===== config.mk =====
export PLATFORM = sky130hd
export DESIGN_NAME = hpm_pin_mux
export DESIGN_NICKNAME = d
export VERILOG_FILES = /design/src/logic/hpm_pkg.sv /design/src/logic/hpm_colour_lane.sv /design/src/logic/hpm_pin_mux.sv
export SDC_FILE = /design/constraint.sdc
export NUM_CORES = 1
export LEC_CHECK = 0
export ABC_AREA = 0
export BUFFER_PORTS_ARGS = -buffer_cell sky130_fd_sc_hd__buf_2
export CORE_AREA = 2 2 114 116
export CTS_BUF_LIST = sky130_fd_sc_hd__clkbuf_4 sky130_fd_sc_hd__clkbuf_8 sky130_fd_sc_hd__clkbuf_16
export CTS_CLUSTER_DIAMETER = 50
export DETAILED_ROUTE_END_ITERATION = 10
export DIE_AREA = 0 0 116 118
export PLACE_DENSITY = 0.65
export SLEW_MARGIN = 25
export SYNTH_ARGS = -nofsm -noshare
export SYNTH_HDL_FRONTEND = slang
export SYNTH_HIERARCHICAL = 1
export SYNTH_SLANG_ARGS = --single-unit

===== constraint.sdc =====
create_clock -name REF_CLK -period 4.9 [get_ports REF_CLK]
set_input_delay 0.98 -clock REF_CLK [delete_from_list [all_inputs] [get_ports REF_CLK]]
set_output_delay 0.98 -clock REF_CLK [all_outputs]
set_load 0.05 [all_outputs]

===== src/logic/hpm_pkg.sv =====
`default_nettype none
package hpm_pkg;
   localparam logic [7:0] HPM_COLOUR_CTRL_OFFSET = 8'h14;
   localparam logic [7:0] HPM_GPO_LOW_OFFSET = 8'h16;
   localparam logic [7:0] HPM_GPO_HIGH_OFFSET = 8'h17;
   localparam logic [7:0] HPM_STRAP_STATUS_OFFSET = 8'h18;
   localparam logic [7:0] HPM_MEM_PORT_LOW_OFFSET = 8'h66;
   localparam logic [7:0] HPM_MEM_PORT_HIGH_OFFSET = 8'h67;
   localparam int HPM_DEPTH_BIT = 0;
   localparam int HPM_STRAP_WIDTH_BIT = 0;
   localparam int HPM_STRAP_TYPE_LSB = 1;
   localparam int HPM_STRAP_TYPE_MSB = 2;
   localparam int HPM_STATUS_WIDTH_BIT = 0;
   localparam int HPM_STATUS_ALE_BIT = 1;
   localparam int HPM_STATUS_RSVD_BIT = 2;
   localparam logic [1:0] HPM_TYPE_STROBE = 2'h0;
   localparam logic [1:0] HPM_TYPE_ALE = 2'h1;
   localparam logic HPM_DEPTH_RESET = 1'h0;
   localparam logic [9:0] HPM_GPO_RESET = 10'h000;
   localparam int HPM_LANE_BITS = 8;
   localparam int HPM_GPO_BITS = 10;
endpackage
`default_nettype wire

===== src/logic/hpm_colour_lane.sv =====
`default_nettype none
module hpm_colour_lane #(
   parameter int LANE_BITS = 8
) (
   input wire logic clk,
   input wire logic rst,
   input wire logic [LANE_BITS-1:0] pixel,
   input wire logic deep,
   input wire logic [1:0] general_output,
   output logic [LANE_BITS-1:0] line
);
   typedef struct packed {
      logic [LANE_BITS-1:0] line;
   } hpm_lane_t;
   hpm_lane_t s;
   hpm_lane_t next_s;

   // Two low lines are lent out, so a lane needs pixel bits left over
   if (LANE_BITS < 3) begin
      $error("LANE_BITS must be at least 3");
   end

   always_comb begin
      next_s.line = pixel;
      // Shallow depth hands the two lowest lines to general outputs
      if (!deep) begin
         next_s.line[1:0] = general_output;
      end
   end

   always_ff @(posedge clk) begin
      if (rst) begin
         s <= '0;
      end else begin
         s <= next_s;
      end
   end

   assign line = s.line;
endmodule
`default_nettype wire


===== src/logic/hpm_pin_mux.sv =====
// What this block does
// - Width strap high 8-bit bus, low 16-bit
// - Type strap 00 strobe, 01 latch, 1x reserved
// - 8-bit mode: every register access single byte
// - 16-bit mode: memory port 66h is 16-bit, 67h stays one byte
// - 8-bit mode ignores and never drives upper lines
// - Latch enable only used in latch mode
// - Register 14h bit 0 picks 24 or 18 bpp
`default_nettype none
module hpm_pin_mux (
   input wire logic REF_CLK,
   input wire logic RST,
   input wire logic [2:0] CONFIG_STRAPS,
   input wire logic HOST_CHIP_SEL_N,
   input wire logic HOST_READ_STROBE_N,
   input wire logic HOST_WRITE_STROBE_N,
   input wire logic HOST_DATA_CMD_SEL,
   input wire logic HOST_ADDR_LATCH_EN,
   input wire logic [15:0] HOST_DATA_LINES_IN,
   output logic [15:0] HOST_DATA_LINES_OUT,
   output logic HOST_DATA_OE_LOW,
   output logic HOST_DATA_OE_HIGH,
   input wire logic TEAR_OR_IRQ_SRC,
   output logic TEAR_OR_IRQ_OUT,
   input wire logic [15:0] MEM_RDATA,
   output logic [15:0] MEM_WDATA,
   output logic [1:0] MEM_WBYTES,
   output logic MEM_WRITE,
   output logic MEM_READ,
   input wire logic [hpm_pkg::HPM_LANE_BITS-1:0] PIX_RED,
   input wire logic [hpm_pkg::HPM_LANE_BITS-1:0] PIX_GREEN,
   input wire logic [hpm_pkg::HPM_LANE_BITS-1:0] PIX_BLUE,
   input wire logic PIX_VSYNC,
   input wire logic PIX_HSYNC,
   input wire logic PIX_DE,
   output logic [hpm_pkg::HPM_LANE_BITS-1:0] PANEL_RED_LINE,
   output logic [hpm_pkg::HPM_LANE_BITS-1:0] PANEL_GREEN_LINE,
   output logic [hpm_pkg::HPM_LANE_BITS-1:0] PANEL_BLUE_LINE,
   output logic PANEL_VSYNC,
   output logic PANEL_HSYNC,
   output logic PANEL_DATA_ENABLE,
   output logic [3:0] GENERAL_OUTPUT,
   output logic BUS_IS_8BIT,
   output logic BUS_IS_ALE,
   output logic STRAP_RESERVED,
   output logic COLOUR_24BPP
);
   import hpm_pkg::*;

   typedef struct packed {
      logic bus8;
      logic ale_mode;
      logic rsvd;
      logic [7:0] addr;
      logic wr_q;
      logic rd_q;
      logic [15:0] wdat;
      logic deep;
      logic [HPM_GPO_BITS-1:0] general_output;
      logic [15:0] dout;
      logic oe_lo;
      logic oe_hi;
      logic [15:0] mwdata;
      logic [1:0] mwbytes;
      logic mwrite;
      logic mread;
      logic tear;
      logic vs;
      logic hs;
      logic de;
   } hpm_state_t;

   hpm_state_t s;
   hpm_state_t next_s;
   logic wr_act;
   logic rd_act;
   logic wr_end;
   logic rd_end;
   logic [15:0] rdata;

   always_comb begin
      next_s = s;
      next_s.mwrite = 1'b0;
      next_s.mread = 1'b0;
      next_s.tear = TEAR_OR_IRQ_SRC;
      next_s.vs = PIX_VSYNC;
      next_s.hs = PIX_HSYNC;
      next_s.de = PIX_DE;
      // A reserved bus type leaves the host port dead rather than guessing
      wr_act = !HOST_CHIP_SEL_N && !HOST_WRITE_STROBE_N && !s.rsvd;
      rd_act = !HOST_CHIP_SEL_N && !HOST_READ_STROBE_N && !s.rsvd;
      wr_end = s.wr_q && !wr_act;
      rd_end = s.rd_q && !rd_act;
      next_s.wr_q = wr_act;
      next_s.rd_q = rd_act;
      // Data is kept from the last strobe cycle so hold time is honoured
      if (wr_act) begin
         next_s.wdat = HOST_DATA_LINES_IN;
         if (s.bus8) begin
            next_s.wdat[15:8] = 8'h00;
         end
      end

      rdata = 16'h0000;
      case (s.addr)
         HPM_COLOUR_CTRL_OFFSET: begin
            rdata[HPM_DEPTH_BIT] = s.deep;
         end
         HPM_GPO_LOW_OFFSET: begin
            rdata[7:0] = s.general_output[7:0];
         end
         HPM_GPO_HIGH_OFFSET: begin
            rdata[HPM_GPO_BITS-9:0] = s.general_output[HPM_GPO_BITS-1:8];
         end
         HPM_STRAP_STATUS_OFFSET: begin
            rdata[HPM_STATUS_WIDTH_BIT] = s.bus8;
            rdata[HPM_STATUS_ALE_BIT] = s.ale_mode;
            rdata[HPM_STATUS_RSVD_BIT] = s.rsvd;
         end
         HPM_MEM_PORT_LOW_OFFSET: begin
            if (s.bus8) begin
               rdata[7:0] = MEM_RDATA[7:0];
            end else begin
               rdata = MEM_RDATA;
            end
         end
         HPM_MEM_PORT_HIGH_OFFSET: begin
            rdata[7:0] = MEM_RDATA[15:8];
         end
         default: begin
            rdata = 16'h0000;
         end
      endcase

      next_s.oe_lo = rd_act;
      // Only the wide memory port ever drives the upper lines
      next_s.oe_hi = rd_act && !s.bus8
         && (s.addr == HPM_MEM_PORT_LOW_OFFSET);
      next_s.dout = rd_act ? rdata : 16'h0000;
      if (rd_end && (s.addr == HPM_MEM_PORT_LOW_OFFSET
            || s.addr == HPM_MEM_PORT_HIGH_OFFSET)) begin
         next_s.mread = 1'b1;
      end

      // Latch mode takes the index while the latch enable is high
      if (s.ale_mode && HOST_ADDR_LATCH_EN && !HOST_CHIP_SEL_N
            && !s.rsvd) begin
         next_s.addr = HOST_DATA_LINES_IN[7:0];
      end

      if (wr_end) begin
         if (!HOST_DATA_CMD_SEL) begin
            next_s.addr = s.wdat[7:0];
         end else begin
            case (s.addr)
               HPM_COLOUR_CTRL_OFFSET: begin
                  next_s.deep = s.wdat[HPM_DEPTH_BIT];
               end
               HPM_GPO_LOW_OFFSET: begin
                  next_s.general_output[7:0] = s.wdat[7:0];
               end
               HPM_GPO_HIGH_OFFSET: begin
                  next_s.general_output[HPM_GPO_BITS-1:8] = s.wdat[HPM_GPO_BITS-9:0];
               end
               HPM_MEM_PORT_LOW_OFFSET: begin
                  next_s.mwrite = 1'b1;
                  if (s.bus8) begin
                     next_s.mwdata = {8'h00, s.wdat[7:0]};
                     next_s.mwbytes = 2'h1;
                  end else begin
                     next_s.mwdata = s.wdat;
                     next_s.mwbytes = 2'h3;
                  end
               end
               HPM_MEM_PORT_HIGH_OFFSET: begin
                  next_s.mwrite = 1'b1;
                  next_s.mwdata = {s.wdat[7:0], 8'h00};
                  next_s.mwbytes = 2'h2;
               end
               default: begin
                  next_s.mwrite = 1'b0;
               end
            endcase
         end
      end
   end

   always_ff @(posedge REF_CLK) begin
      if (RST) begin
         s <= '0;
         s.deep <= HPM_DEPTH_RESET;
         s.general_output <= HPM_GPO_RESET;
         // Straps are only looked at here; later wiggles change nothing
         s.bus8 <= CONFIG_STRAPS[HPM_STRAP_WIDTH_BIT];
         s.ale_mode <= CONFIG_STRAPS[HPM_STRAP_TYPE_MSB:HPM_STRAP_TYPE_LSB]
            == HPM_TYPE_ALE;
         s.rsvd <= CONFIG_STRAPS[HPM_STRAP_TYPE_MSB];
      end else begin
         s <= next_s;
      end
   end

   hpm_colour_lane #(.LANE_BITS(HPM_LANE_BITS)) u_red (
      .clk(REF_CLK),
      .rst(RST),
      .pixel(PIX_RED),
      .deep(s.deep),
      .general_output(s.general_output[5:4]),
      .line(PANEL_RED_LINE)
   );
   hpm_colour_lane #(.LANE_BITS(HPM_LANE_BITS)) u_green (
      .clk(REF_CLK),
      .rst(RST),
      .pixel(PIX_GREEN),
      .deep(s.deep),
      .general_output(s.general_output[7:6]),
      .line(PANEL_GREEN_LINE)
   );
   hpm_colour_lane #(.LANE_BITS(HPM_LANE_BITS)) u_blue (
      .clk(REF_CLK),
      .rst(RST),
      .pixel(PIX_BLUE),
      .deep(s.deep),
      .general_output(s.general_output[9:8]),
      .line(PANEL_BLUE_LINE)
   );

   assign HOST_DATA_LINES_OUT = s.dout;
   assign HOST_DATA_OE_LOW = s.oe_lo;
   assign HOST_DATA_OE_HIGH = s.oe_hi;
   assign TEAR_OR_IRQ_OUT = s.tear;
   assign MEM_WDATA = s.mwdata;
   assign MEM_WBYTES = s.mwbytes;
   assign MEM_WRITE = s.mwrite;
   assign MEM_READ = s.mread;
   assign PANEL_VSYNC = s.vs;
   assign PANEL_HSYNC = s.hs;
   assign PANEL_DATA_ENABLE = s.de;
   assign GENERAL_OUTPUT = s.general_output[3:0];
   assign BUS_IS_8BIT = s.bus8;
   assign BUS_IS_ALE = s.ale_mode;
   assign STRAP_RESERVED = s.rsvd;
   assign COLOUR_24BPP = s.deep;
endmodule
`default_nettype wire


# Word-level counts from Yosys, hierarchy flattened
# Cells that the tools add are included.
op_classes:
  n_eq_ne: 7
  n_mux: 15
  bitwise_logic: 4
  n_reduce_logical: 29
op_table:
  columns: ["operator", "n"]
  rows:
  - ["case mux 18 bit (2 select lines)", 1]
  - ["== test 8 x 5 -> 1 bit, second input constant", 4]
  - ["two-way mux 8 bit", 4]
  - ["two-way mux 18 bit", 1]
  - ["== test 8 x 7 -> 1 bit, second input constant", 2]
  - ["case mux 5 bit (3 select lines)", 1]
  - ["logical AND 1 bit", 12]
  - ["AND reduction 3 bit", 4]
  - ["zero test 1 bit", 7]
  - ["two-way mux 2 bit", 3]
  - ["case mux 1 bit (6 select lines)", 1]
  - ["case mux 1 bit (5 select lines)", 1]
  - ["inverter 1 bit", 4]
  - ["case mux 1 bit (4 select lines)", 1]
  - ["OR reduction 2 bit", 2]
  - ["OR reduction 4 bit", 1]
  - ["OR reduction 3 bit", 1]
  - ["== test 2 x 1 -> 1 bit, second input constant", 1]
  - ["two-way mux 1 bit", 2]
  - ["nonzero test 2 bit", 1]
  - ["logical OR 1 bit", 1]
word_totals:
  regBits: 105
  input_bits: 70
  out_inout_bits: 74
  elab_cells: 79

# Logic depth before layout (Yosys ltp)
logic_depth:
  depth_word: 7
  depth_mapped: 7
  mapped_depth_nobuf: 4

# Cells and area by module
# Netlist, hierarchy kept.
modules_own_cells:
  columns: ["module", "n_inst", "cells_each", "area_per_inst_um2", "seq_area_each_um2"]
  rows:
  - ["hpm_pin_mux", 1, 396, 3570.9, 1651.6]
  - ["hpm_colour_lane", 3, 18, 225.2, 160.2]

# Worst setup path after synthesis
# No wires, ideal clock.
synth_path:
  path_type: "input-to-reg"
  from: "input port RST"
  to: "register s, in the netlist HOST_DATA_LINES_OUT[10]"
  setup_ps: 59
  arrival_ps: 1991
  t_required_ps: 4841
  slack_ps: 2850
  cell_stages: 4
  path_buffers: 1
  path_cell_list: "clkbuf_1 or4_4 nor3b_4 and2_1"
synth_between:
  elab_chain_cells: 1
synth_lines:
  columns: ["item", "line_no", "text"]
  rows:
  - ["start, declared", "hpm_pin_mux.sv:12", "input wire logic RST,"]
  - ["OR reduction 4 bit (no source line)", null, null]
  - ["end signal, assigned", "hpm_pin_mux.sv:199", "s <= next_s;"]
  - ["end, declared", "hpm_pin_mux.sv:73", "hpm_state_t s;"]
# Every way passes these cells.
# A chain may end at the register's enable or synchronous reset.

# Worst setup path after layout
layout_path:
  from: "register s, in the netlist BUS_IS_8BIT"
  to: "output port BUS_IS_8BIT"
layout_rtl:
  columns: ["item", "line_no", "text"]
  rows:
  - ["end, declared", "hpm_pin_mux.sv:43", "output logic BUS_IS_8BIT,"]
# No word-level cell between the ends.

==> flow_metrics.env <==
export IMPL_wl_per_cell_um=14.96
export IMPL_worstSetupPathType="reg2out"
export IMPL_grt_pass1_wl_um=16500
export IMPL_crit_fanout=20
export IMPL_synthCells=450
export IMPL_critical_path_top_delay_family="flip-flops"
export IMPL_total_power_mw=1.828
export IMPL_worst_slew_pin_transition_ns=0.7573
export IMPL_cp_arrival_ns=1.57
export IMPL_synth_edf_count=3
export IMPL_fin_nets=612
export IMPL_dp_final_hpwl_um=7915
export IMPL_syn2layout_area_growth_pct=20.24
export IMPL_antenna_found_initial=0
export IMPL_dr_total_vias=3447
export IMPL_first_pass_iters=4
export IMPL_seq_area_frac_synth=0.5021
export IMPL_ys_ff_latch=105
export IMPL_syn_cell_area_mm2=0.004247
export IMPL_fill_cells=1275
export IMPL_grt_use_total=0.1550
export IMPL_setup_viol=0
export IMPL_slew_viol_final=0
export IMPL_cpPeakStageDelay_ns=0.84
export IMPL_drc=0
export IMPL_grt_pass1_vias=3354
export IMPL_htree_levels=3
export IMPL_drt_iter0_markers=171
export IMPL_reg2reg_depth=4
export IMPL_fin_setup_tns_ns=0
export IMPL_worstHoldPathCells=2
export IMPL_required_ns=3.92
export IMPL_synthFlopType="dfxtp_1"
export IMPL_yosysWarnings=6
export IMPL_cts_sinks=105
export IMPL_cp_start_kind="flop"
export IMPL_placed_cell_area_mm2=0.004767
export IMPL_worstHoldStart="s[65]$_SDFFE_PP0P_"
export IMPL_powerDensity_mw_per_mm2=358.0
export IMPL_status="completed"
export IMPL_layout_drive_gt1_share=0.3053
export IMPL_clockBufferDepth=2
export IMPL_async_reset_ff_frac=0
export IMPL_die_w_um=116
export IMPL_whs_ns=0.4487
export IMPL_die_h_um=118
export IMPL_period_share=0.5211
export IMPL_coreArea_mm2=0.01241
export IMPL_tritoncts="yes"
export IMPL_vdd_drop_max_mv=0.1675
export IMPL_clkTransAtPathRegs_ns=0.07
export IMPL_slowest_stage="edfxtp_1"
export IMPL_whs_endpoint="s[65]$_SDFFE_PP0P_"
export IMPL_final_cell_mix="buf_2, dfxtp_1, nand2_1, a21oi_1, nor2_1"
export IMPL_path_cells="buf_2"
export IMPL_layout_commonest_cell="buf_2"
export IMPL_root_buffer="clkbuf_16"
export IMPL_cellLeakagePower_nw=2.140
export IMPL_synthesis_nets=520
export IMPL_final_cell_area_mm2=0.005106
export IMPL_ant_nets=0
export IMPL_syn_area_per_cell_um2=9.437
export IMPL_vias_per_cell=4.794
export IMPL_hold_viol_final=0
export IMPL_post_cts_setup_buffers=0
export IMPL_cts_resized=0
export IMPL_rows=41
export IMPL_period_minus_slack_ns=2.553
export IMPL_worstHoldPathType="reg2reg"
export IMPL_ys_types=44
export IMPL_rr_endpoint="MEM_WDATA[8]$_SDFFE_PP0P_"
export IMPL_numCtsBuffers=9
export IMPL_antenna_cells=0
export IMPL_slew_headroom=0.4951
export IMPL_gp_congestion=0.7907
export IMPL_maxCapViolCount=0
export IMPL_clkLatencyLatePin_ns=0.34
export IMPL_rsz0062_at_grt="no"
export IMPL_dieArea_mm2=0.01369
export IMPL_num_io_pins=144
export IMPL_crit_buf_inv=1
export IMPL_start_util=0.3421
export IMPL_overflow=0
export IMPL_fin_skew_ns=0.006276
export IMPL_crit_path_end_kind="primary output"
export IMPL_ctsHoldBuffers=0
export IMPL_numPortBuffers=143
export IMPL_fmax_ghz=0.3916
export IMPL_grt_max_degree=58
export IMPL_r2r_start="STRAP_RESERVED$_DFFE_PP_"
export IMPL_routed_wl_um=10750
export IMPL_rrSetupSlack_ns=2.72
export IMPL_utilization=0.4113
## state kept, by name, summed over array words and instances, names as in the netlist, 2 cells and up
register and count:
GENERAL_OUTPUT 4, s 31, u_green/line 8, u_red/line 8, MEM_WDATA 16, HOST_DATA_LINES_OUT 16, MEM_WBYTES 2, u_blue/line 8
## where the power goes
group / switching (mW) / leakage, nW / internal [mW]
Clock: 0.308 / 0.169 / 0.490
Combinational: 0.0857 / 1.11 / 0.0472
Sequential: 0.0208 / 0.858 / 0.876
## layer usage
layer | vias to the layer above | share of wire | GRT usage
met3 | 10 | 0.054 | 0.03708
met1 | 1639 | 0.44 | 0.1888
met5 | - | 0 | 0
met2 | 106 | 0.49 | 0.2650
met4 | 0 | 0.013 | 0.05283
li1 | 1692 | - | -
## kinds of logic (layout without fill, tap and decap cells)
| logic type | Yosys count | after routing | synth area share |
|---|---|---|---|
| simple gates | 185 | 185 | 0.2434 |
| flops | 105 | 105 | 0.5021 |
| buf+inv | 69 | 166 | 0.1046 |
| compound gates | 73 | 73 | 0.1075 |
| mux | 18 | 18 | 0.04243 |
## worst min-delay path, delay by kind of cell (launching register included)
kind	cells	cell delay, ns
compound gates	1	0.05
flops	1	0.31
simple gates	1	0.05
## through the flow
step	worst slack, ns	instances
final	2.347	719
after global routing	2.258	719
after CTS	2.335	719
after detailed placement	2.136	703
after global placement	2.219	703
after floorplan	2.850	450
## layout make-up
| class | count | area (µm²) | area share |
|---|---|---|---|
| sequential | 105 | 2132 | 0.4175 |
| multi-input combinational | 276 | 1670 | 0.3271 |
| timing repair buffer | 145 | 730.7 | 0.1431 |
| clock buffer | 12 | 265.3 | 0.05195 |
| tap | 172 | 215.2 | 0.04215 |
| clock inverter | 4 | 73.82 | 0.01446 |
| inverter | 5 | 18.77 | 0.003676 |
## worst max path at each step
stage	startpoint	end	slack (ns)	cells past startpoint
global route	HOST_CHIP_SEL_N	MEM_WDATA[8]$_SDFFE_PP0P_	2.26	5
CTS	BUS_IS_8BIT$_DFFE_PP_	BUS_IS_8BIT	2.34	1
finish	BUS_IS_8BIT$_DFFE_PP_	BUS_IS_8BIT	2.35	1
floorplan	RST	HOST_DATA_LINES_OUT[10]$_SDFF_PP0_	2.85	4
detailed placement	HOST_CHIP_SEL_N	MEM_WDATA[8]$_SDFFE_PP0P_	2.14	5
global placement	HOST_CHIP_SEL_N	MEM_WDATA[12]$_SDFFE_PP0P_	2.22	5
## Yosys cell counts, types with 2 or more instances
cell,count,area (µm²)
a211oi_1,17,127.6
a2bb2oi_1,2,17.52
nor3_1,11,55.05
nand3b_1,13,97.59
and2_1,8,50.05
inv_1,5,18.77
nand4_1,2,12.51
nor2_1,31,116.4
o21ai_0,2,10.01
nor3b_1,11,82.58
a22oi_1,5,37.54
a311oi_1,2,17.52
edfxtp_1,3,90.09
and2_0,2,12.51
and3_1,3,18.77
nand3_1,18,90.09
mux2i_1,18,180.2
a21oi_1,39,195.2
clkbuf_1,11,41.29
nand2_1,48,180.2
dfxtp_1,102,2042
nor2b_1,23,143.9
nand4b_1,2,17.52
buf_4,45,337.8
buf_2,7,35.03
and4b_1,2,20.02
No activity file was read; power rests on OpenSTA's default activity.
